--- src/core/lsm_pkg.sv ---
// Constants and types for the load/store multiple and exclusive unit.
// Assumes a 16-entry register file with stack pointer, link and PC on top.
package lsm_pkg;

  localparam int          XLEN       = 32;
  localparam int          NREG       = 16;
  localparam logic [3:0]  SP_IDX     = 4'hd;
  localparam logic [3:0]  LR_IDX     = 4'he;
  localparam logic [3:0]  PC_IDX     = 4'hf;
  localparam logic [31:0] WORD_STEP  = 32'h4;
  localparam logic [12:0] PCREL_MAX  = 13'h0fff;
  localparam logic [12:0] DUAL_MAX   = 13'h03fc;
  localparam logic [31:0] STAT_OK    = 32'h0;
  localparam logic [31:0] STAT_FAIL  = 32'h1;
  localparam logic [15:0] LIST_EMPTY = 16'h0;

  typedef enum logic [4:0] {
    OP_LD_MULTI     = 5'h00,  // load_multiple, no variant given
    OP_LD_INCR      = 5'h01,
    OP_LD_DECR      = 5'h02,
    OP_LD_FULL_DESC = 5'h03,  // pop_full_descending_alias
    OP_LD_EMPTY_ASC = 5'h04,  // pop_empty_ascending_alias
    OP_ST_MULTI     = 5'h05,  // store_multiple, no variant given
    OP_ST_INCR      = 5'h06,
    OP_ST_DECR      = 5'h07,
    OP_ST_EMPTY_ASC = 5'h08,  // push_empty_ascending_alias
    OP_ST_FULL_DESC = 5'h09,  // push_full_descending_alias
    OP_PUSH         = 5'h0a,
    OP_POP          = 5'h0b,
    OP_LD_PCREL     = 5'h0c,  // load_register, pc-relative
    OP_LDRD_PC      = 5'h0d,  // two-word load, pc-relative
    OP_XLOAD        = 5'h0e,  // exclusive_load
    OP_XSTORE       = 5'h0f,  // exclusive_store
    OP_XCLEAR       = 5'h10   // clear_exclusive
  } op_t;

  typedef enum logic [1:0] {
    SZ_BYTE = 2'b00,
    SZ_HALF = 2'b01,
    SZ_WORD = 2'b10
  } size_t;

  typedef enum logic [2:0] {
    S_IDLE  = 3'b000,
    S_SEL   = 3'b001,
    S_ISSUE = 3'b010,
    S_WAIT  = 3'b011,
    S_DONE  = 3'b100
  } state_t;

endpackage

--- src/core/load_extend.sv ---
// Widens a loaded byte or halfword to a full register.
// Assumes memory returns the addressed item in the low bits.
`timescale 1ns/100ps
module load_extend
  import lsm_pkg::*;
(
  // Loaded item
  input  wire logic [31:0] data_i,
  input  wire size_t       size_i,
  input  wire logic        sign_i,
  // Register value
  output logic      [31:0] data_o
);

  logic [23:0] byte_fill;
  logic [15:0] half_fill;

  assign byte_fill = sign_i ? {24{data_i[7]}} : 24'h0;
  assign half_fill = sign_i ? {16{data_i[15]}} : 16'h0;
  assign data_o = (size_i == SZ_BYTE) ? {byte_fill, data_i[7:0]} :
                  (size_i == SZ_HALF) ? {half_fill, data_i[15:0]} :
                  data_i;

endmodule // load_extend

--- src/core/excl_monitor.sv ---
// Local exclusive monitor: one tagged address and size.
// Assumes other agents report their writes on the snoop port.
`timescale 1ns/100ps
module excl_monitor
  import lsm_pkg::*;
(
  // Clock and reset
  input  wire logic        clk_i,
  input  wire logic        resetn_i,
  // Tag from exclusive load
  input  wire logic        set_i,
  input  wire logic [31:0] set_addr_i,
  input  wire size_t       set_size_i,
  // Clears
  input  wire logic        clear_i,
  input  wire logic        snoop_i,
  input  wire logic [31:0] snoop_addr_i,
  // Check for exclusive store
  input  wire logic [31:0] chk_addr_i,
  input  wire size_t       chk_size_i,
  output logic             pass_o,
  output logic             valid_o
);

  logic        valid_ff;
  logic [31:0] addr_ff;
  size_t       size_ff;
  logic        snoop_hit;

  // Word granule: any foreign access in the word breaks the reservation
  assign snoop_hit = snoop_i && (snoop_addr_i[31:2] == addr_ff[31:2]);
  assign pass_o  = valid_ff && (chk_addr_i == addr_ff)
                   && (chk_size_i == size_ff);
  assign valid_o = valid_ff;

  always_ff @(posedge clk_i or negedge resetn_i) begin
    if (!resetn_i) begin
      valid_ff <= 1'b0;
      addr_ff  <= 32'h0;
      size_ff  <= SZ_WORD;
    end else if (set_i) begin
      // A new tag wins over a clear in the same cycle
      valid_ff <= 1'b1;
      addr_ff  <= set_addr_i;
      size_ff  <= set_size_i;
    end else if (clear_i || snoop_hit) begin
      valid_ff <= 1'b0;
    end
  end

endmodule // excl_monitor

--- src/core/lsm_unit.sv ---
// Executes pc-relative loads, multiple transfers, push/pop and exclusives.
// Assumes the core holds off start_i while busy_o, reads registers the
// cycle after rf_raddr_o changes, and memory answers with a one-cycle ack.
//
// Summary of operation
// - Byte and halfword loads are zero-extended to 32 bits, or sign-extended if pc-relative with sign_i set.
// - Pc-relative load address is pc plus signed label offset.
// - Offset limits 4095 for single loads, 1020 for two-word loads.
// - A word load into pc branches to the value with bit 0 cleared.
// - A multiple transfer without variant runs as increment-after.
// - Increment-after walks up in 4-byte steps, lowest register first.
// - Decrement-before walks down in 4-byte steps, highest register first; here the first transfer is at the base itself, not base minus 4.
// - Writeback puts the final transfer address into the base register.
// - Stack alias forms behave exactly as their plain equivalents.
// - Push is decrement-before store, pop increment-after load, on sp; here push makes its first store at the base itself, not 4 below it.
// - Multiple load or pop into pc branches with bit 0 cleared.
// - Exclusive loads and stores in word, byte and halfword sizes.
// - Exclusive address is base plus optional offset.
// - Exclusive store writes status 0 when stored, 1 when suppressed.
// - Exclusive store succeeds only if the reservation is intact.
// - No operation here writes the condition flags.
// - Clear-exclusive makes the next exclusive store fail.
`timescale 1ns/100ps
module lsm_unit
  import lsm_pkg::*;
(
  // Clock and reset
  input  wire logic        clk_i,
  input  wire logic        resetn_i,
  // Request
  input  wire logic        start_i,
  input  wire op_t         op_i,
  input  wire size_t       size_i,
  input  wire logic        sign_i,
  input  wire logic [31:0] pc_i,
  input  wire logic [31:0] base_i,
  input  wire logic [3:0]  base_idx_i,
  input  wire logic [12:0] offset_i,
  input  wire logic [15:0] reglist_i,
  input  wire logic        wback_i,
  input  wire logic [3:0]  xfer_reg_i,
  input  wire logic [3:0]  second_reg_i,
  input  wire logic [3:0]  rd_i,
  // Status
  output logic             busy_o,
  output logic             done_o,
  output logic             err_o,
  // Register read
  output logic      [3:0]  rf_raddr_o,
  input  wire logic [31:0] rf_rdata_i,
  // Register write
  output logic             rf_we_o,
  output logic      [3:0]  rf_waddr_o,
  output logic      [31:0] rf_wdata_o,
  // Branch
  output logic             branch_o,
  output logic      [31:0] branch_target_o,
  // Flags
  output logic             flags_we_o,
  // Memory
  output logic             mem_req_o,
  output logic             mem_we_o,
  output logic      [31:0] mem_addr_o,
  output size_t            mem_size_o,
  output logic      [31:0] mem_wdata_o,
  input  wire logic        mem_ack_i,
  input  wire logic [31:0] mem_rdata_i,
  // Foreign accesses
  input  wire logic        snoop_i,
  input  wire logic [31:0] snoop_addr_i
);

  state_t      state_ff;
  logic [15:0] list_ff;
  logic [3:0]  cur_ff, sec_ff, wb_idx_ff, rd_ff;
  logic [31:0] addr_ff, last_ff;
  logic        multi_ff, asc_ff, load_ff, wb_ff, sec_pend_ff;
  logic        xstore_ff, xload_ff, pass_ff, sgn_ff;
  size_t       size_ff;

  logic        is_incr, is_decr, is_multi, is_ld_m, is_stack, is_pcrel;
  logic        accept, range_bad, excl_pass, excl_valid, mon_set, mon_clr;
  logic [12:0] off_abs;
  logic [31:0] off_ext, pcrel_addr, ex_addr, ext_data;
  logic [15:0] list_left;
  logic [3:0]  sel_idx;

  // Alias decode: plain and stack-named forms share one datapath
  assign is_incr = (op_i == OP_LD_MULTI) || (op_i == OP_LD_INCR) ||
                   (op_i == OP_LD_FULL_DESC) ||
                   (op_i == OP_ST_MULTI) || (op_i == OP_ST_INCR) ||
                   (op_i == OP_ST_EMPTY_ASC) || (op_i == OP_POP);
  assign is_decr = (op_i == OP_LD_DECR) ||
                   (op_i == OP_LD_EMPTY_ASC) || (op_i == OP_ST_DECR) ||
                   (op_i == OP_ST_FULL_DESC) || (op_i == OP_PUSH);
  assign is_multi = is_incr || is_decr;
  assign is_ld_m  = (op_i == OP_LD_MULTI) || (op_i == OP_LD_INCR) ||
                    (op_i == OP_LD_DECR) || (op_i == OP_LD_FULL_DESC) ||
                    (op_i == OP_LD_EMPTY_ASC) || (op_i == OP_POP);
  assign is_stack = (op_i == OP_PUSH) || (op_i == OP_POP);
  assign is_pcrel = (op_i == OP_LD_PCREL) || (op_i == OP_LDRD_PC);

  assign off_ext    = {{19{offset_i[12]}}, offset_i};
  assign off_abs    = offset_i[12] ? (13'h0 - offset_i) : offset_i;
  // An offset of -4096 folds to 13'h1000, which still compares as too big
  assign range_bad  = ((op_i == OP_LD_PCREL) && (off_abs > PCREL_MAX)) ||
                      ((op_i == OP_LDRD_PC) && (off_abs > DUAL_MAX));
  assign pcrel_addr = pc_i + off_ext;
  assign ex_addr    = base_i + off_ext;
  assign accept     = (state_ff == S_IDLE) && start_i;

  assign list_left  = list_ff & ~(16'h1 << cur_ff);

  // Lowest set register going up, highest going down
  always_comb begin
    sel_idx = 4'h0;
    for (int i = 0; i < NREG; i++) begin
      if (list_ff[i] && (!asc_ff || (sel_idx == 4'h0 && !list_ff[0])))
        sel_idx = 4'(i);
    end
  end

  assign mon_set = (state_ff == S_WAIT) && mem_ack_i && xload_ff;
  assign mon_clr = accept && ((op_i == OP_XSTORE) ||
                              (op_i == OP_XCLEAR));

  excl_monitor u_mon (
    .clk_i        (clk_i),
    .resetn_i     (resetn_i),
    .set_i        (mon_set),
    .set_addr_i   (addr_ff),
    .set_size_i   (size_ff),
    .clear_i      (mon_clr),
    .snoop_i      (snoop_i),
    .snoop_addr_i (snoop_addr_i),
    .chk_addr_i   (ex_addr),
    .chk_size_i   (size_i),
    .pass_o       (excl_pass),
    .valid_o      (excl_valid)
  );

  load_extend u_ext (
    .data_i (mem_rdata_i),
    .size_i (size_ff),
    .sign_i (sgn_ff),
    .data_o (ext_data)
  );

  always_ff @(posedge clk_i or negedge resetn_i) begin
    if (!resetn_i) begin
      state_ff    <= S_IDLE;
      list_ff     <= LIST_EMPTY;
      {cur_ff, sec_ff, wb_idx_ff, rd_ff} <= 16'h0;
      addr_ff     <= 32'h0;
      last_ff     <= 32'h0;
      {multi_ff, asc_ff, load_ff, wb_ff, sec_pend_ff} <= 5'h0;
      {xstore_ff, xload_ff, pass_ff, sgn_ff} <= 4'h0;
      size_ff     <= SZ_WORD;
      busy_o      <= 1'b0;
      done_o      <= 1'b0;
      err_o       <= 1'b0;
      rf_raddr_o  <= 4'h0;
      rf_we_o     <= 1'b0;
      rf_waddr_o  <= 4'h0;
      rf_wdata_o  <= 32'h0;
      branch_o    <= 1'b0;
      branch_target_o <= 32'h0;
      flags_we_o  <= 1'b0;
      mem_req_o   <= 1'b0;
      mem_we_o    <= 1'b0;
      mem_addr_o  <= 32'h0;
      mem_size_o  <= SZ_WORD;
      mem_wdata_o <= 32'h0;
    end else begin
      rf_we_o    <= 1'b0;
      branch_o   <= 1'b0;
      done_o     <= 1'b0;
      err_o      <= 1'b0;
      flags_we_o <= 1'b0;
      case (state_ff)
        S_IDLE: if (start_i) begin
          multi_ff    <= is_multi;
          asc_ff      <= is_incr;
          load_ff     <= is_ld_m || is_pcrel || (op_i == OP_XLOAD);
          xload_ff    <= (op_i == OP_XLOAD);
          xstore_ff   <= (op_i == OP_XSTORE);
          pass_ff     <= excl_pass;
          sec_pend_ff <= (op_i == OP_LDRD_PC);
          cur_ff      <= xfer_reg_i;
          sec_ff      <= second_reg_i;
          rd_ff       <= rd_i;
          rf_raddr_o  <= xfer_reg_i;
          list_ff     <= reglist_i;
          wb_ff       <= wback_i || is_stack;
          wb_idx_ff   <= is_stack ? SP_IDX : base_idx_i;
          sgn_ff      <= sign_i && is_pcrel;
          size_ff     <= (is_multi || op_i == OP_LDRD_PC) ? SZ_WORD : size_i;
          addr_ff     <= is_pcrel ? pcrel_addr :
                         (is_multi ? base_i : ex_addr);
          busy_o      <= 1'b1;
          if (range_bad) begin
            err_o  <= 1'b1;
            busy_o <= 1'b0;
          end else if (is_multi) begin
            state_ff <= S_SEL;
          end else if (op_i == OP_XCLEAR) begin
            state_ff <= S_DONE;
          end else if (op_i == OP_XSTORE) begin
            state_ff <= excl_pass ? S_ISSUE : S_DONE;
          end else begin
            state_ff <= S_ISSUE;
          end
        end
        S_SEL: begin
          if (list_ff == LIST_EMPTY) begin
            state_ff <= S_DONE;
          end else begin
            cur_ff     <= sel_idx;
            rf_raddr_o <= sel_idx;
            state_ff   <= S_ISSUE;
          end
        end
        S_ISSUE: begin
          mem_req_o   <= 1'b1;
          mem_we_o    <= !load_ff;
          mem_addr_o  <= addr_ff;
          mem_size_o  <= size_ff;
          mem_wdata_o <= rf_rdata_i;
          state_ff    <= S_WAIT;
        end
        S_WAIT: if (mem_ack_i) begin
          mem_req_o <= 1'b0;
          last_ff   <= addr_ff;
          if (load_ff && cur_ff == PC_IDX) begin
            branch_o        <= 1'b1;
            branch_target_o <= {mem_rdata_i[31:1], 1'b0};
            err_o           <= !mem_rdata_i[0];
          end else if (load_ff) begin
            rf_we_o    <= 1'b1;
            rf_waddr_o <= cur_ff;
            rf_wdata_o <= ext_data;
          end
          if (multi_ff) begin
            list_ff  <= list_left;
            addr_ff  <= asc_ff ? addr_ff + WORD_STEP
                               : addr_ff - WORD_STEP;
            state_ff <= S_SEL;
          end else if (sec_pend_ff) begin
            sec_pend_ff <= 1'b0;
            cur_ff      <= sec_ff;
            addr_ff     <= addr_ff + WORD_STEP;
            state_ff    <= S_ISSUE;
          end else begin
            state_ff <= S_DONE;
          end
        end
        S_DONE: begin
          if (multi_ff && wb_ff) begin
            rf_we_o    <= 1'b1;
            rf_waddr_o <= wb_idx_ff;
            rf_wdata_o <= last_ff;
          end else if (xstore_ff) begin
            rf_we_o    <= 1'b1;
            rf_waddr_o <= rd_ff;
            rf_wdata_o <= pass_ff ? STAT_OK : STAT_FAIL;
          end
          done_o   <= 1'b1;
          busy_o   <= 1'b0;
          state_ff <= S_IDLE;
        end
        default: state_ff <= S_IDLE;
      endcase
    end
  end

  a_flags_untouched: assert property (
    @(posedge clk_i) disable iff (!resetn_i) !flags_we_o)
    else $error("flag write from load/store unit");

  a_branch_even: assert property (
    @(posedge clk_i) disable iff (!resetn_i)
    branch_o |-> (branch_target_o[0] == 1'b0) && !rf_we_o)
    else $error("branch target keeps bit 0");

  a_pcrel_address: assert property (
    @(posedge clk_i) disable iff (!resetn_i)
    (accept && is_pcrel && !range_bad)
      |-> ##2 mem_req_o && mem_addr_o == $past(pcrel_addr, 2))
    else $error("pc-relative address wrong");

  a_range_refused: assert property (
    @(posedge clk_i) disable iff (!resetn_i)
    (accept && range_bad) |=> err_o && state_ff == S_IDLE && !mem_req_o)
    else $error("out-of-range offset not refused");

  a_ascend_step: assert property (
    @(posedge clk_i) disable iff (!resetn_i)
    (state_ff == S_WAIT && mem_ack_i && multi_ff && asc_ff
      && list_left != LIST_EMPTY)
      |-> ##3 mem_addr_o == $past(mem_addr_o, 3) + WORD_STEP)
    else $error("ascending step not +4");

  a_descend_step: assert property (
    @(posedge clk_i) disable iff (!resetn_i)
    (state_ff == S_WAIT && mem_ack_i && multi_ff && !asc_ff
      && list_left != LIST_EMPTY)
      |-> ##3 mem_addr_o == $past(mem_addr_o, 3) - WORD_STEP)
    else $error("descending step not -4");

  a_xstore_fail: assert property (
    @(posedge clk_i) disable iff (!resetn_i)
    (accept && op_i == OP_XSTORE && !excl_pass)
      |-> ##1 !mem_req_o ##1 rf_we_o && rf_wdata_o == STAT_FAIL
          && !mem_req_o)
    else $error("failed exclusive store not suppressed");

  a_monitor_cleared: assert property (
    @(posedge clk_i) disable iff (!resetn_i)
    mon_clr |=> !excl_valid)
    else $error("monitor survives exclusive store or clear");

endmodule // lsm_unit

--- config.mk ---
export PLATFORM = sky130hd
export DESIGN_NAME = lsm_unit
export DESIGN_NICKNAME = d
export VERILOG_FILES = /design/src/core/lsm_pkg.sv /design/src/core/load_extend.sv /design/src/core/excl_monitor.sv /design/src/core/lsm_unit.sv
export SDC_FILE = /design/constraint.sdc
export NUM_CORES = 1
export LEC_CHECK = 0
export ABC_CLOCK_PERIOD_IN_PS = 3200
export BUFFER_PORTS_ARGS = -buffer_cell sky130_fd_sc_hd__buf_2
export CAP_MARGIN = 10
export CORE_MARGIN = 3
export CORE_UTILIZATION = 38
export CTS_CLUSTER_DIAMETER = 50
export DETAILED_ROUTE_END_ITERATION = 12
export GPL_TIMING_DRIVEN = 1
export HOLD_SLACK_MARGIN = 0.02
export PLACE_DENSITY = 0.64
export SETUP_SLACK_MARGIN = 0.3
export SYNTH_ARGS = -nofsm -noshare
export SYNTH_HDL_FRONTEND = slang
export SYNTH_SLANG_ARGS = --single-unit
export TNS_END_PERCENT = 20
--- constraint.sdc ---
create_clock -name clk_i -period 3.2 [get_ports clk_i]
set_input_delay 0.64 -clock clk_i [delete_from_list [all_inputs] [get_ports clk_i]]
set_output_delay 0.64 -clock clk_i [all_outputs]
set_load 0.02 [all_outputs]
After elaboration in Yosys (flattened, before gate mapping). Index checks and enable logic that the tools add are counted.

Word-level logic and storage cells: 293. Register bits after elaboration: 289.

Bitwise operators: 2. Add/subtract/negate cells: 5. Reduce and logical (&&, ||, !) cells: 121. Equality and inequality tests: 36. Magnitude comparators: 2. Shifts and indexed selects: 1. Multiplexer cells: 91.

Operators by type and width (count): $mux 32 (14); $pmux 32 s2 (2); $mux 4 (24); $add 32x32->32 (2); $mux 16 (4); $logic_not 4->1 (14); $logic_and 1x1->1 (41); $eq 5x4->1 const B (8); $logic_or 1x1->1 (39); $add 32x3->32 const B (1); $eq 32x32->1 (1); $pmux 16 s2 (1); $sub 32x3->32 const B (1); $eq 30x30->1 (1); $mux 3 (10); $mux 24 (1); $mux 1 (23); $eq 5x3->1 const B (4); $ne 2x2->1 const B (9); $and 16x16->16 (1); $logic_not 16->1 (1); $not 16->16 (1); $pmux 4 s2 (2); $shl 1x4->16 const A (1); other kinds (29) (52).

Logic depth before layout (Yosys ltp).
Depth in word-level cells: 76. Gate-level depth with buffers: 15.

Hierarchy. Synthesis repeated with hierarchy kept, for this count alone.

Cells, all modules: 2112. Area total of the unflattened synthesis: 18610.3 sq um.

By module, submodules not included: lsm_unit (cells each 1885, area an instance 16236.8 sq um, times used 1, sequential area each 6358.6 sq um); excl_monitor (cells each 161, area an instance 1988.2 sq um, times used 1, sequential area each 877.1 sq um); load_extend (cells each 66, area an instance 385.4 sq um, times used 1, sequential area each 0.0 sq um).

Least setup slack after synthesis. OpenSTA, ideal clock, no wires.

Path type: input -> register. Start: input pc_i[0]. End: register addr_ff[30]. Setup time: 0.142 ns. Data required time: 3.058 ns. Stages: 14. Buffers on the path: 0. Arrival time: 3.489 ns. Path slack: -0.431 ns. Cells stage by stage: ha_1 > fa_1 > a21o_1 > a21oi_1 > o21ai_0 > a21oi_1 > o22ai_1 > o41ai_1 > a21boi_0 > a311oi_1 > o31ai_1 > xor2_1 > a21oi_1 > o221ai_1.

Cells in the longest elaborated chain, start to end: 4.

RTL lines: start, declared (RTL line lsm_unit.sv:35) `input wire logic [31:0] pc_i,`; $add 32x32->32 (RTL line lsm_unit.sv:108) `assign pcrel_addr = pc_i + off_ext;`; $mux 32 (RTL line lsm_unit.sv:198) `addr_ff <= is_pcrel ? pcrel_addr :`; $mux 32 (RTL line lsm_unit.sv:181) `S_IDLE: if (start_i) begin`; $pmux 32 s2 (RTL line lsm_unit.sv:180) `case (state_ff)`; end signal, assigned (RTL line lsm_unit.sv:198); end signal, assigned (RTL line lsm_unit.sv:245) `addr_ff <= asc_ff ? addr_ff + WORD_STEP`; end signal, assigned (RTL line lsm_unit.sv:251) `addr_ff <= addr_ff + WORD_STEP;`; end, declared (RTL line lsm_unit.sv:76) `logic [31:0] addr_ff, last_ff;`.

No other way between the ends. The select of a mux whose other input is x is not followed. A chain may end at the register's enable or synchronous reset.

Worst setup path after layout.
Start: input offset_i[0]. End: register state_ff[2].

Cells in the longest elaborated chain, start to end: 11. Elaborated cells on any way between the ends: 20. Classes of those cells: add/sub: 2; order compare: 2; eq/ne: 2; mux: 8; reduce/logical: 6.

RTL lines: start, declared (RTL line lsm_unit.sv:38) `input wire logic [12:0] offset_i,`; $add 32x32->32 (RTL line lsm_unit.sv:109) `assign ex_addr = base_i + off_ext;`; $eq 32x32->1 (RTL line excl_monitor.sv:32) `assign pass_o = valid_ff && (chk_addr_i == addr_ff)`; $logic_and 1x1->1 (RTL line excl_monitor.sv:32); $logic_and 1x1->1 (RTL line excl_monitor.sv:33) `&& (chk_size_i == size_ff);`; $mux 3 (RTL line lsm_unit.sv:209) `state_ff <= excl_pass ? S_ISSUE : S_DONE;`; $mux 3 (RTL line lsm_unit.sv:208) `end else if (op_i == OP_XSTORE) begin`; $mux 3 (RTL line lsm_unit.sv:206) `end else if (op_i == OP_XCLEAR) begin`; $mux 3 (RTL line lsm_unit.sv:204) `end else if (is_multi) begin`; $mux 3 (RTL line lsm_unit.sv:201) `if (range_bad) begin`; $mux 3 (RTL line lsm_unit.sv:181); $pmux 3 s4 (RTL line lsm_unit.sv:180); end signal, assigned (RTL line lsm_unit.sv:209); end, declared (RTL line lsm_unit.sv:73) `state_t state_ff;`.

Several ways; a longest one is shown, not always the timed one. The select of a mux whose other input is x is not followed.

==> impl_metrics.ini <==
[outcome]
status = finished with violations
violations = negative setup slack

[worst_setup_path]
crit_path_max_fanout = 3
rr_worst_depth = 13
end_kind = flop
cp.arrival_ps = 3810
r2r_end = state_ff[2]$_DFFE_PN0P_
start_kind = input pin
reg2reg_from = u_mon.addr_ff[5]$_DFFE_PN0P_
crit_type = in -> reg
r2r_slack_ps = -30
cp_data_required_time_ps = 3650

[yosys]
synth_top_area_share = 0.387
ys_ff_latch = 289
yosysWarnings = 0
synthesis.instances = 2170
yosysTopAreaCell = dfrtp_1
avgSynthCellArea_um2 = 8.53
synth_commonest_cells = nand2_1 (445), dfrtp_1 (286), o21ai_0 (171)
synthDistinctLibCells = 93
async_flop_share = 1.00
syn_area_um2 = 18500
yosysMostFrequentCell = nand2_1
ys.flop_type = dfrtp_1
synth_edf_count = 0
synth_area_leaders = dfrtp_1 (39%), nand2_1 (9.0%), mux2_2 (6.0%)
yosysSeqAreaShare = 0.391

[floorplan]
num_io_pins = 365
rows = 80
fp.coreArea_um2 = 47900
die-area_um2 = 51400
die_w_um = 227
die_height_um = 227
start_util = 0.386

[cts]
cts_buffer_depth = 3
cts_hold_buf = 0
clk_transition_reported_paths_ps = 50
cts_tree = done
cts_buffers = 39
clkLatencyLatePin_ps = 560
root_buffer = clkbuf_16
cts.sink_count = 289
cts_htree_levels = 2

[global_route]
grt_pass1_wl_um = 108000
track_usage = 0.273
first_global_vias = 18800
grt_max_degree = 83
gr-total-overflow = 0
antenna_found_initial = 2

[timing]
finalWorstSetupSlack_ps = -164
fin_skew_ps = 13.4
setup_viol = 5
worstMarginPinSlew_ps = 1150
fmax_ghz = 0.297
maxSlewHeadroom = 0.235
slew_viol_final = 0
fin_crit_sh = 1.05
tns_ps = -343
hold_viol = 0
grt_setup_unrepaired = true
min_period_ps = 3360

[placement]
dpl.hpwl_um = 56100
place_congestion = 0.940
port_buffers = 360
placed_area_um2 = 23200
place_inst = 3331
place_ws_ps = -1180

[pwr]
p_int_mw = 11.9
seqPwrFrac = 0.317
leakage_nw = 12.2
powerDensity_nw_per_um2 = 817
worst_ir_drop_vdd_mv = 0.601
combPwrFrac = 0.464
switching_power_mw = 8.80
netSwitchingFraction = 0.425
clockPowerShare = 0.219

[cells_and_area]
drive_above_1_share = 0.358
nNetsFinal = 3063
finalInstanceArea_um2 = 25400
multi_input_comb_area_um2 = 11400
fillers = 4514
fin_cells = 3424
final_core_util = 0.529
syn2layout_area_growth_pct = 37.0
seq_area_um2 = 7240

[detailed_routing]
top_layer = met5
wire_per_inst_um = 21.3
drc = 0
wl_met3_um = 4320
vias = 19100
totalWireLength_um = 73000
antenna_left = 0
met2_wirelength_um = 34600
drt-met1-wl_um = 30400
vias_per_cell = 5.57
first_pass_iters = 5
drt-initial-drc-count = 1485

[flow_run]
drv_cap = 0

[worst_hold_path]
min_path_type = in -> async
==> worst max path at each step <==
| stage | from | end | slack [ps] | cells past startpoint |
|---|---|---|---|---|
| after floorplan | base_i[16] | state_ff[2]$_DFFE_PN0P_ | -170 | 14 |
| after global placement | offset_i[12] | state_ff[2]$_DFFE_PN0P_ | -1210 | 16 |
| after detailed placement | offset_i[12] | state_ff[2]$_DFFE_PN0P_ | -1180 | 15 |
| after CTS | offset_i[0] | state_ff[2]$_DFFE_PN0P_ | -330 | 16 |
| after global routing | base_i[28] | state_ff[2]$_DFFE_PN0P_ | -350 | 15 |
| final | offset_i[0] | state_ff[2]$_DFFE_PN0P_ | -160 | 16 |
==> kinds of logic (layout without fill, tap and decap cells) <==
kind of cell / after synthesis / in the layout / synth area share
compound gates: 588 / 588 / 0.199
xor+xnor: 127 / 127 / 0.0616
fa+ha+maj: 67 / 67 / 0.0461
buf+inv: 168 / 805 / 0.0352
flops: 289 / 289 / 0.391
mux: 116 / 116 / 0.0694
other cells: 1 / 3 / 0.000203
simple gates: 814 / 814 / 0.197
==> power groups by stage <==
| stage | clock network [mW] | registers [mW] | logic, mW |
|---|---|---|---|
| 4_1_cts | 4.62 | 6.53 | 9.28 |
| 5_1_grt | 4.77 | 6.72 | 10.4 |
| 2_1_floorplan | 0 | 6.72 | 4.91 |
| 3_3_place_gp | 0 | 6.51 | 8.86 |
| 6_report | 4.54 | 6.56 | 9.62 |
| 3_5_place_dp | 0 | 6.56 | 9.00 |
==> worst max-delay path: stages <==
cell	delay (ps)
buf_8	100
ha_4	150
fa_2	370
buf_6	140
a211oi_4	330
nor2_2	120
a2111oi_4	320
nand4_1	160
nor3_2	200
o2111ai_2	180
a311oi_2	250
buf_4	150
nand4_1	160
nor4_4	280
nor2_2	70
o21a_1	190
==> what timing repair did <==
action,4_1_cts,5_1_grt
gates cloned,0,0
setup endpoints to repair,32,35
resized for setup,98,56
pin swaps,85,64
setup buffers,9,10
==> sequential cells by signal, indices dropped and copies added (netlist names), 2 cells and up <==
register,count
rf_raddr_o,4
addr_ff,32
state_ff,3
cur_ff,4
wb_idx_ff,4
sec_ff,4
branch_target_o,31
u_mon.size_ff,2
rd_ff,4
list_ff,16
rf_wdata_o,32
rf_waddr_o,4
mem_addr_o,32
size_ff,2
last_ff,32
u_mon.addr_ff,32
mem_wdata_o,32
mem_size_o,2
==> layer usage <==
| metal | track usage | vias up |
|---|---|---|
| met2 | 0.447 | 687 |
| met5 | 0 | - |
| li1 | - | 8977 |
| met1 | 0.352 | 9244 |
| met4 | 0.139 | 4 |
| met3 | 0.0395 | 164 |
==> cells in the final DEF, fill, tap and decap left out, types with 9 or more instances in the layout <==
master / instances
a21o_1: 25
mux2_2: 98
dfrtp_1: 285
nor3_1: 33
clkbuf_16: 39
xor2_1: 48
inv_1: 31
o21ai_0: 147
nand4_1: 23
o211ai_1: 24
a211oi_1: 9
a21oi_1: 134
o31ai_1: 15
o22ai_1: 12
o21a_1: 18
nor2_1: 114
buf_6: 10
and2_1: 11
ha_1: 56
a31oi_1: 46
xnor2_1: 72
nand2b_1: 17
nand3_1: 47
nor4_1: 13
a21oi_2: 17
buf_4: 326
mux2i_1: 17
o21ai_1: 23
buf_2: 355
and3_1: 23
nor2b_1: 16
nand2_1: 441
==> stage by stage <==
stage / hold slack, ps / power [mW]
detailed placement: 460 / 15.6
global route: 71.1 / 21.9
global placement: 453 / 15.4
finish: 39.0 / 20.7
CTS: 42.2 / 20.4
floorplan: 344 / 11.6
==> area by class of cell <==
cell class,count,share of cell area
repair buffers,701,0.178
multi-input cells,1714,0.448
flip-flops and latches,289,0.285
clock inverters,24,0.0117
well taps,615,0.0303
inverters,32,0.00474
clock buffers,48,0.0414
diodes,1,0.0000987
Power figures use the tool's default switching activity.
